File: src/include/dsihoc_pkg.sv
// constants, register map and types of the operation control block
`default_nettype none

package dsihoc_pkg;

    localparam int ADDR_W = 8;
    localparam int DATA_W = 16;

    // register offsets
    localparam logic [ADDR_W-1:0] OFF_OPCTL     = 8'hc0;
    localparam logic [ADDR_W-1:0] OFF_MRS       = 8'hc1;
    localparam logic [ADDR_W-1:0] OFF_IRQ_STAT  = 8'he0;
    localparam logic [ADDR_W-1:0] OFF_IRQ_MASK  = 8'he1;
    localparam logic [ADDR_W-1:0] OFF_TXDATA    = 8'he2;
    localparam logic [ADDR_W-1:0] OFF_CMD       = 8'he3;

    // operation_control fields
    localparam int BIT_CANCEL = 0;
    localparam int BIT_SRST   = 8;

    // command register fields
    localparam int CMD_WRITE   = 0;
    localparam int CMD_READ    = 1;
    localparam int CMD_BUSY    = 4;
    localparam int CMD_CNT_LSB = 8;
    localparam int CMD_CNT_W   = 8;

    // reset values
    localparam logic [DATA_W-1:0] MRS_RESET  = 16'h0001;
    localparam logic [DATA_W-1:0] MASK_RESET = 16'h0000;

    // interrupt events
    localparam int N_EVT    = 4;
    localparam int EVT_DONE = 0;
    localparam int EVT_SRST = 1;
    localparam int EVT_SMRS = 2;
    localparam int EVT_OVF  = 3;

    // timing
    localparam int CLK_NS      = 25;
    localparam int SRST_NS     = 100;
    localparam int SRST_CYCLES = (SRST_NS + CLK_NS - 1) / CLK_NS;

    // packet header word: type in the high byte, payload words in the low
    localparam int HDR_LEN_W = 8;
    localparam logic [7:0] PT_SMRS  = 8'h37;
    localparam logic [7:0] PT_WRITE = 8'h39;
    localparam logic [7:0] PT_READ  = 8'h06;
    localparam logic [HDR_LEN_W-1:0] SMRS_LEN = 8'h01;

    typedef enum logic [2:0] {
        TX_IDLE,
        TX_SMRS_HDR,
        TX_SMRS_VAL,
        TX_HDR,
        TX_FETCH,
        TX_LOAD,
        TX_PAY
    } dsihoc_tx_e;

endpackage : dsihoc_pkg

`default_nettype wire

File: src/include/dsihoc_buf_if.sv
// transmit buffer connection between control logic and its memory
`default_nettype none

interface dsihoc_buf_if #(
    parameter int W  = 16,
    parameter int CW = 5
);
    logic          wr_en;
    logic [W-1:0]  wr_data;
    logic          rd_en;
    logic [W-1:0]  rd_data;
    logic          flush;
    logic [CW-1:0] count;
    logic          full;
    logic          empty;

    modport mem (
        input  wr_en,
        input  wr_data,
        input  rd_en,
        input  flush,
        output rd_data,
        output count,
        output full,
        output empty
    );

    modport ctl (
        output wr_en,
        output wr_data,
        output rd_en,
        output flush,
        input  rd_data,
        input  count,
        input  full,
        input  empty
    );
endinterface : dsihoc_buf_if

`default_nettype wire

File: src/design/dsihoc_txbuf.sv
// transmit buffer memory with registered read data and flush
`default_nettype none

module dsihoc_txbuf #(
    parameter int W     = 16,
    parameter int DEPTH = 16
) (
    input wire logic    sys_clk,
    input wire logic    reset,
    dsihoc_buf_if.mem   bus
);
    localparam int AW = $clog2(DEPTH);
    localparam logic [AW:0] CNT_FULL = (AW+1)'(DEPTH);

    generate
        if (DEPTH < 2 || (DEPTH & (DEPTH - 1)) != 0) begin : g_chk
            $error("dsihoc_txbuf: DEPTH must be a power of two >= 2");
        end
    endgenerate

    logic [W-1:0]  mem_r [DEPTH];
    logic [AW-1:0] wp_r;
    logic [AW-1:0] rp_r;
    logic [AW:0]   cnt_r;
    logic [W-1:0]  rd_r;

    wire do_wr = bus.wr_en && (cnt_r != CNT_FULL) && !bus.flush;
    wire do_rd = bus.rd_en && (cnt_r != '0) && !bus.flush;

    always_ff @(posedge sys_clk) begin
        if (do_wr) begin
            mem_r[wp_r] <= bus.wr_data;
        end
    end

    // flush drops unsent words by resetting the pointers and the count only
    always_ff @(posedge sys_clk) begin
        if (reset || bus.flush) begin
            wp_r  <= '0;
            rp_r  <= '0;
            cnt_r <= '0;
        end else begin
            if (do_wr) begin
                wp_r <= wp_r + 1'b1;
            end
            if (do_rd) begin
                rp_r <= rp_r + 1'b1;
            end
            if (do_wr && !do_rd) begin
                cnt_r <= cnt_r + 1'b1;
            end else if (do_rd && !do_wr) begin
                cnt_r <= cnt_r - 1'b1;
            end
        end
    end

    always_ff @(posedge sys_clk) begin
        if (reset) begin
            rd_r <= '0;
        end else if (do_rd) begin
            rd_r <= mem_r[rp_r];
        end
    end

    assign bus.rd_data = rd_r;
    assign bus.count   = cnt_r;
    assign bus.full    = (cnt_r == CNT_FULL);
    assign bus.empty   = (cnt_r == '0);

endmodule : dsihoc_txbuf

`default_nettype wire

File: src/design/dsihoc_top.sv
// operation control, soft reset, cancel and return size packet logic
//
// What this block does
// soft reset clears logic, keeps register settings
// soft reset bit clears itself when done
// soft reset stops link, aborts packet instantly
// cancel finishes current packet, then stops
// cancel discards unsent transmit buffer data
// cancel returns transmit machine to idle
// cancel bit clears itself when finished
// done flag sets as cancel bit clears
// software avoids cancel while video enabled
// sixteen bit read/write maximum return size
// return size packet precedes every read
// return size packet sent even if unchanged
// zero writes ignored, other bits read zero
`default_nettype none

module dsihoc_top
    import dsihoc_pkg::*;
#(
    parameter int BUF_DEPTH = 16,
    parameter int SRST_LEN  = SRST_CYCLES
) (
    input  wire logic              sys_clk,
    input  wire logic              reset,
    input  wire logic [ADDR_W-1:0] reg_addr,
    input  wire logic [DATA_W-1:0] reg_wdata,
    input  wire logic              reg_wr,
    input  wire logic              reg_rd,
    output var  logic [DATA_W-1:0] reg_rdata,
    input  wire logic              video_enable,
    output var  logic              tx_valid,
    input  wire logic              tx_ready,
    output var  logic [DATA_W-1:0] tx_data,
    output var  logic              tx_first,
    output var  logic              tx_last,
    output var  logic              link_stop,
    output var  logic              irq
);
    localparam int CNT_W = $clog2(BUF_DEPTH) + 1;
    localparam int SC_W  = (SRST_LEN > 1) ? $clog2(SRST_LEN) : 1;
    localparam logic [SC_W-1:0] SRST_LAST = SC_W'(SRST_LEN - 1);

    generate
        if (BUF_DEPTH < 2 || BUF_DEPTH > 128) begin : g_chk_depth
            $error("dsihoc_top: BUF_DEPTH must lie in 2..128");
        end
        if (SRST_LEN < 1) begin : g_chk_srst
            $error("dsihoc_top: SRST_LEN must be at least 1");
        end
    endgenerate

    function automatic logic hit(
        input logic [ADDR_W-1:0] a,
        input logic [ADDR_W-1:0] off
    );
        return a == off;
    endfunction : hit

    dsihoc_buf_if #(.W(DATA_W), .CW(CNT_W)) txq ();

    dsihoc_txbuf #(
        .W     (DATA_W),
        .DEPTH (BUF_DEPTH)
    ) u_txbuf (
        .sys_clk (sys_clk),
        .reset   (reset),
        .bus     (txq)
    );

    logic              soft_rst_r;
    logic [SC_W-1:0]   srst_cnt_r;
    logic              cancel_r;
    logic [DATA_W-1:0] mrs_r;
    logic [DATA_W-1:0] mask_r;
    logic [N_EVT-1:0]  stat_r;
    logic              pend_wr_r;
    logic              pend_rd_r;
    dsihoc_tx_e        state_r;
    logic              valid_r;
    logic [DATA_W-1:0] data_r;
    logic              first_r;
    logic              last_r;
    logic [CNT_W-1:0]  len_r;
    logic [CNT_W-1:0]  left_r;
    logic [DATA_W-1:0] rdata_r;
    logic [DATA_W-1:0] rd_mux;
    logic [N_EVT-1:0]  evt;

    logic wr_opctl;
    logic srst_req;
    logic srst_done;
    logic cancel_req;
    logic cancel_done;
    logic int_rst;
    logic beat;

    assign wr_opctl = reg_wr && hit(reg_addr, OFF_OPCTL);

    // only a one acts
    assign srst_req = wr_opctl && reg_wdata[BIT_SRST];
    // cancel refused in video mode
    assign cancel_req = wr_opctl && reg_wdata[BIT_CANCEL] && !video_enable;

    assign srst_done = soft_rst_r && (srst_cnt_r == SRST_LAST);
    // soft reset internal logic
    assign int_rst   = reset || soft_rst_r;
    assign beat      = tx_valid && tx_ready;

    // done only from idle
    assign cancel_done = cancel_r && (state_r == TX_IDLE) && !soft_rst_r;

    // soft reset sequencer: holds the internal reset for SRST_LEN cycles
    always_ff @(posedge sys_clk) begin
        if (reset) begin
            soft_rst_r <= 1'b0;
            srst_cnt_r <= '0;
        end else if (!soft_rst_r) begin
            srst_cnt_r <= '0;
            if (srst_req) begin
                soft_rst_r <= 1'b1;
            end
        // self clearing bit
        end else if (srst_done) begin
            soft_rst_r <= 1'b0;
        end else begin
            srst_cnt_r <= srst_cnt_r + 1'b1;
        end
    end

    // cancel bit; a soft reset abandons a pending cancel
    always_ff @(posedge sys_clk) begin
        if (int_rst) begin
            cancel_r <= 1'b0;
        // self clearing cancel
        end else if (cancel_done) begin
            cancel_r <= 1'b0;
        end else if (cancel_req) begin
            cancel_r <= 1'b1;
        end
    end

    // settings survive soft reset, only the hard reset clears them
    always_ff @(posedge sys_clk) begin
        if (reset) begin
            mrs_r <= MRS_RESET;
        // return size field
        end else if (reg_wr && hit(reg_addr, OFF_MRS)) begin
            mrs_r <= reg_wdata;
        end
    end

    always_ff @(posedge sys_clk) begin
        if (reset) begin
            mask_r <= MASK_RESET;
        end else if (reg_wr && hit(reg_addr, OFF_IRQ_MASK)) begin
            mask_r <= reg_wdata;
        end
    end

    // done flag event
    assign evt[EVT_DONE] = cancel_done;
    assign evt[EVT_SRST] = srst_done;
    assign evt[EVT_SMRS] = beat && (state_r == TX_SMRS_VAL);
    assign evt[EVT_OVF]  = reg_wr && hit(reg_addr, OFF_TXDATA) && txq.full;

    // sticky status, a new event wins over a write-one clear
    genvar gi;
    generate
        for (gi = 0; gi < N_EVT; gi++) begin : g_stat
            always_ff @(posedge sys_clk) begin
                if (reset) begin
                    stat_r[gi] <= 1'b0;
                end else if (evt[gi]) begin
                    stat_r[gi] <= 1'b1;
                end else if (reg_wr && hit(reg_addr, OFF_IRQ_STAT)
                             && reg_wdata[gi]) begin
                    stat_r[gi] <= 1'b0;
                end
            end
        end
    endgenerate

    assign irq = |(stat_r & mask_r[N_EVT-1:0]);

    // one command held at a time; a second one while pending is dropped
    always_ff @(posedge sys_clk) begin
        if (int_rst || cancel_done) begin
            pend_wr_r <= 1'b0;
            pend_rd_r <= 1'b0;
        end else if (state_r == TX_IDLE && !cancel_r
                     && (pend_wr_r || pend_rd_r)) begin
            pend_wr_r <= 1'b0;
            pend_rd_r <= 1'b0;
        end else if (reg_wr && hit(reg_addr, OFF_CMD)
                     && !pend_wr_r && !pend_rd_r) begin
            pend_rd_r <= reg_wdata[CMD_READ];
            pend_wr_r <= reg_wdata[CMD_WRITE] && !reg_wdata[CMD_READ];
        end
    end

    // transmit machine; data words come one per three cycles at best
    always_ff @(posedge sys_clk) begin
        if (int_rst) begin
            state_r <= TX_IDLE;
            valid_r <= 1'b0;
            data_r  <= '0;
            first_r <= 1'b0;
            last_r  <= 1'b0;
            len_r   <= '0;
            left_r  <= '0;
        end else begin
            unique case (state_r)
                TX_IDLE: begin
                    // no new start while cancelling
                    if ((pend_wr_r || pend_rd_r) && !cancel_r) begin
                        len_r   <= txq.count;
                        left_r  <= txq.count;
                        valid_r <= 1'b1;
                        first_r <= 1'b1;
                        if (pend_rd_r) begin
                            // return size packet first
                            state_r <= TX_SMRS_HDR;
                            data_r  <= {PT_SMRS, SMRS_LEN};
                            last_r  <= 1'b0;
                        end else begin
                            state_r <= TX_HDR;
                            data_r  <= {PT_WRITE,
                                        HDR_LEN_W'(txq.count)};
                            last_r  <= (txq.count == '0);
                        end
                    end
                end
                TX_SMRS_HDR: begin
                    if (beat) begin
                        state_r <= TX_SMRS_VAL;
                        // value sent on every read
                        data_r  <= mrs_r;
                        first_r <= 1'b0;
                        last_r  <= 1'b1;
                    end
                end
                TX_SMRS_VAL: begin
                    if (beat) begin
                        // stop after finished packet
                        if (cancel_r) begin
                            state_r <= TX_IDLE;
                            valid_r <= 1'b0;
                            last_r  <= 1'b0;
                        end else begin
                            state_r <= TX_HDR;
                            data_r  <= {PT_READ, HDR_LEN_W'(len_r)};
                            first_r <= 1'b1;
                            last_r  <= (len_r == '0);
                        end
                    end
                end
                TX_HDR: begin
                    if (beat) begin
                        valid_r <= 1'b0;
                        first_r <= 1'b0;
                        state_r <= last_r ? TX_IDLE : TX_FETCH;
                    end
                end
                TX_FETCH: begin
                    left_r  <= left_r - 1'b1;
                    state_r <= TX_LOAD;
                end
                TX_LOAD: begin
                    data_r  <= txq.rd_data;
                    last_r  <= (left_r == '0);
                    valid_r <= 1'b1;
                    state_r <= TX_PAY;
                end
                TX_PAY: begin
                    // packet runs to its end
                    if (beat) begin
                        valid_r <= 1'b0;
                        state_r <= last_r ? TX_IDLE : TX_FETCH;
                    end
                end
                default: begin
                    state_r <= TX_IDLE;
                    valid_r <= 1'b0;
                end
            endcase
        end
    end

    // buffer fill ignored during soft reset so nothing stale survives
    assign txq.wr_en   = reg_wr && hit(reg_addr, OFF_TXDATA) && !soft_rst_r;
    assign txq.wr_data = reg_wdata;
    assign txq.rd_en   = (state_r == TX_FETCH);
    // flush unsent words
    assign txq.flush   = cancel_done || soft_rst_r;

    // stop link now
    assign tx_valid  = valid_r && !soft_rst_r && !srst_req;
    assign link_stop = soft_rst_r || srst_req || (state_r == TX_IDLE);
    assign tx_data   = data_r;
    assign tx_first  = first_r;
    assign tx_last   = last_r;

    always_comb begin
        rd_mux = '0;
        unique case (1'b1)
            // reserved bits zero
            hit(reg_addr, OFF_OPCTL): begin
                rd_mux[BIT_SRST]   = soft_rst_r;
                rd_mux[BIT_CANCEL] = cancel_r;
            end
            hit(reg_addr, OFF_MRS): begin
                rd_mux = mrs_r;
            end
            hit(reg_addr, OFF_IRQ_STAT): begin
                rd_mux[N_EVT-1:0] = stat_r;
            end
            hit(reg_addr, OFF_IRQ_MASK): begin
                rd_mux = mask_r;
            end
            hit(reg_addr, OFF_CMD): begin
                rd_mux[CMD_WRITE] = pend_wr_r;
                rd_mux[CMD_READ]  = pend_rd_r;
                rd_mux[CMD_BUSY]  = (state_r != TX_IDLE);
                rd_mux[CMD_CNT_LSB +: CMD_CNT_W] = CMD_CNT_W'(txq.count);
            end
            default: begin
                rd_mux = '0;
            end
        endcase
    end

    // read data stand only in the cycle after the strobe
    always_ff @(posedge sys_clk) begin
        if (reset) begin
            rdata_r <= '0;
        end else if (reg_rd) begin
            rdata_r <= rd_mux;
        end else begin
            rdata_r <= '0;
        end
    end

    assign reg_rdata = rdata_r;

endmodule : dsihoc_top

`default_nettype wire

File: config.mk
export PLATFORM = sky130hd
export DESIGN_NAME = dsihoc_top
export DESIGN_NICKNAME = d
export VERILOG_FILES = /design/src/include/dsihoc_pkg.sv /design/src/include/dsihoc_buf_if.sv /design/src/design/dsihoc_txbuf.sv /design/src/design/dsihoc_top.sv
export SDC_FILE = /design/constraint.sdc
export NUM_CORES = 1
export LEC_CHECK = 0
export BUFFER_PORTS_ARGS = -buffer_cell sky130_fd_sc_hd__buf_2
export CAP_MARGIN = 20
export CORE_MARGIN = 5
export CORE_UTILIZATION = 35
export DETAILED_ROUTE_END_ITERATION = 8
export HOLD_SLACK_MARGIN = 0.05
export MAX_ROUTING_LAYER = met4
export SLEW_MARGIN = 5
export SYNTH_ARGS = -nofsm -noshare
export SYNTH_HDL_FRONTEND = slang
export SYNTH_SLANG_ARGS = --single-unit
File: constraint.sdc
create_clock -name sys_clk -period 4.1 [get_ports sys_clk]
set_input_delay 0.615 -clock sys_clk [delete_from_list [all_inputs] [get_ports sys_clk]]
set_output_delay 0.615 -clock sys_clk [all_outputs]
set_load 0.05 [all_outputs]
==> metrics.txt <==
status=finished clean; unrepaired setup endpoints after global routing=no; worst reg2reg setup slack=970 ps; die area=~48000 sq um; hold buffer count at CTS=0; CORE AREA=43200 sq um; synthesized area per cell=14.5 sq um; vias in the first global route=9249; Worst path slowest cell=dfxtp_1; Post-Synth Simple-Gate Area=9.16%; # H-tree levels=2; post-DP HPWL=roughly 26 mm; WL final=38.5 mm; Fmax=320 MHz; Die Wd=around 220 microns; CTS tree=yes; ys async rst share=0%; clk_skew=22.9 ps; CP Max Fanout=8; Crit path arrival time=approximately 3600 ps; # rows=76; fin nets=1177; clk_lat worst skew=between 500 and 600 ps; slew at the pin closest to its max-slew limit=roughly 1200 ps; fin crit period=3130 ps; worst hold slack=429 ps; most frequent cells in the layout=edfxtp_1 (256), dfxtp_1 (116), nor2_1 (72), nand2_1 (71), buf_2 (66); Worst EP required=4560 ps; Num CTS Buffers=40; top_reg_cell synth=edfxtp_1; Remaining DRCs=0; post-synthesis adder-cell area fraction=1.03%; worst-path cell chain=nor4_1 > buf_4 > a211oi_4 > inv_1 > ha_1 > inv_1 > ha_1 > a21o_1 > a21oi_1 > xnor2_1 > or3_1 > a21oi_1; R2R depth=12; commonest non-fill, non-tap cell in the layout=edfxtp_1; Post-synth EDFFs=256; Antenna diodes=0; Max IR drop VDD=0.268 mV; fin crit share=about three quarters; Hold Startpoint=reg_addr[2]; setup violators final=0; multiplexer share of the synthesized area=12.9%; via/cell ratio=approximately 5.3; Antenna Nets Post-Route=0; GR Util All Layers=16.3%; XOR/XNOR share of the synthesized area=0.573%; sequential share of the synthesized area=approximately 66%; crit start category=flip-flop; CP max stage delay=620 ps; non-filler cells, final=1752; CTS-repair resized insts=0; Post-Synthesis Cells=1058; global route overflow=0; Critical path buffers and inverters=3; Post-Syn Nets=1100; yosys warns=0; Hold Crit Class=in -> reg; TritonRoute pass-1 iters=5; max-cap viol count=0; R2R Path Start=u_txbuf.bus.count[0]; synthesis-to-layout area growth=15.7%; total power=7.97 mW; post-synth cell types=68; global placement routability congestion=0.885; initial antenna violation count=1; leak pwr=5.86 nW; global-route wire length before repair=roughly 58 mm; initial core utilization=35.4%; Worst Hold Depth=4; I/O Pins=67; pwr/cell area=451 nW/um^2; clock sink count=375; input/output buffers=66; largest delay contributor family on the critical path=compound AO/OA/AOI/OAI gates; Hold EP=reg_rdata[1]; CTS root buf=clkbuf_16; Via Count=between 9000 and 10000; kind of critical path=reg -> reg; Max Root-Sink Buffers=3; CP Capture Type=flip-flop; Post-CTS Setup Bufs=0; Seq cells post-synth=375; RR Endpoint=u_txbuf.bus.count[4]; Synth Area in Compound Gates=about 8.1%; Mapped Area=15300 sq um; Slew Limit Headroom=21.9%; Final Hold Fails=0; chip height=~220 microns; Worst-path clk slew=60 ps; Placed Cells=1678; share of cells above drive strength 1=23.3%; DRT iter0 DRCs=approximately 890; Max Slew Vio Count=0; largest net degree at the start of global routing=35; Sum Neg Setup Slack=0 ps; largest family of logic cells by synthesized area=multiplexers; DR WL/cell=22.0 microns
## worst max-delay path by stage
stage / from / endpoint / slack (ps) / cells past startpoint
global placement: reg_addr[5] / u_txbuf.bus.count[4] / 640 / 12
CTS: u_txbuf.bus.count[0] / u_txbuf.bus.count[4] / 1040 / 12
detailed placement: reg_addr[5] / u_txbuf.bus.count[4] / 630 / 12
floorplan: reg_addr[5] / u_txbuf.mem_r[0][0] / 640 / 8
global route: u_txbuf.bus.count[0] / u_txbuf.bus.count[4] / 790 / 12
finish: u_txbuf.bus.count[0] / u_txbuf.bus.count[4] / 970 / 12
## layout make-up
class	count	area, sq um
timing repair buffer	103	608
sequential	375	10100
clock inverter	22	204
fill	3974	25500
tap	585	732
clock buffer	52	1110
multi-input combinational	602	4920
inverter	13	48.8
## layer usage
metal / GRT usage, % / up-vias / wire length [microns] / part of all wire (%)
met4: 4.08 / 0 / 674 / 1.7
li1: - / 4250 / - / -
met2: 24.5 / 352 / 17600 / 46
met1: 23.5 / 4715 / 17600 / 46
met5: - / - / 0 / 0
met3: 2.75 / 45 / 2660 / 6.9
## flip-flops by register name, summed over array words and instances, names as in the netlist
signal               count
valid_r                  1
u_txbuf.bus.count        5
pend_rd_r                1
mrs_r                   16
tx_last                  1
reg_rdata               16
u_txbuf.rp_r             4
left_r                   5
u_txbuf.mem_r          256
state_r                  3
cancel_r                 1
stat_r                   4
tx_data                 16
srst_cnt_r               2
tx_first                 1
u_txbuf.bus.rd_data     16
pend_wr_r                1
mask_r                  16
soft_rst_r               1
len_r                    5
u_txbuf.wp_r             4
## synthesized netlist by cell type (3+ instances only)
master | n | share of area [%]
buf_2 | 16 | 0.52
nor2b_1 | 23 | 0.94
o41ai_1 | 3 | 0.17
nand2b_1 | 9 | 0.37
a22o_1 | 16 | 0.92
edfxtp_1 | 256 | 50
and2_1 | 8 | 0.33
xor2_1 | 5 | 0.29
ha_1 | 11 | 0.90
buf_6 | 3 | 0.22
dfxtp_1 | 119 | 16
a31oi_1 | 6 | 0.25
o21ai_0 | 19 | 0.62
a32oi_1 | 3 | 0.17
and3_1 | 6 | 0.25
o22ai_1 | 4 | 0.16
nor2_1 | 84 | 2.1
a221oi_1 | 6 | 0.34
nand4_1 | 17 | 0.70
mux2i_1 | 43 | 2.8
mux2_2 | 9 | 0.66
nor3_1 | 18 | 0.59
o31ai_1 | 6 | 0.29
nand2_1 | 71 | 1.7
nand3b_1 | 4 | 0.20
clkbuf_1 | 41 | 1.0
inv_1 | 13 | 0.32
or3_1 | 3 | 0.12
a22oi_1 | 20 | 0.98
xnor2_1 | 5 | 0.29
nand3_1 | 12 | 0.39
nor4_1 | 3 | 0.12
buf_1 | 5 | 0.12
mux4_2 | 64 | 9.4
a21oi_1 | 59 | 1.9
a211oi_1 | 24 | 1.2
## metrics by stage
| step | util, % | cell area [sq um] | setup WS (ps) |
|---|---|---|---|
| after floorplan | - | 15300 | 644 |
| after global routing | 41.0 | 17700 | 792 |
| after detailed placement | 37.9 | 16400 | 632 |
| after global placement | 37.9 | 16400 | 642 |
| after CTS | 41.0 | 17700 | 1040 |
| final | 41.0 | 17700 | 974 |
## worst reg2reg max path: stages (launching register included)
cell	delay, ps
dfxtp_1	620
nor4_1	130
buf_4	180
a211oi_4	450
inv_1	100
ha_1	240
inv_1	140
ha_1	290
a21o_1	190
a21oi_1	170
xnor2_1	100
or3_1	300
a21oi_1	140
## cell families (layout without fill, tap and decap cells)
| kind of cell | Yosys count | in the layout |
|---|---|---|
| xor gates and xnor gates | 10 | 10 |
| AOI/OAI and AO/OA | 185 | 185 |
| adders and majority gates | 12 | 12 |
| DFF | 375 | 375 |
| and+or+nand+nor | 279 | 279 |
| buffers and inverters | 81 | 190 |
| muxes | 116 | 116 |
## power breakdown
part           internal, mW  switching (mW)
registers              4.05         0.00998
logic                 0.105           0.254
clock network          2.06            1.50
total                  6.21            1.76
Note: power is estimated with default switching activity, not from simulation.
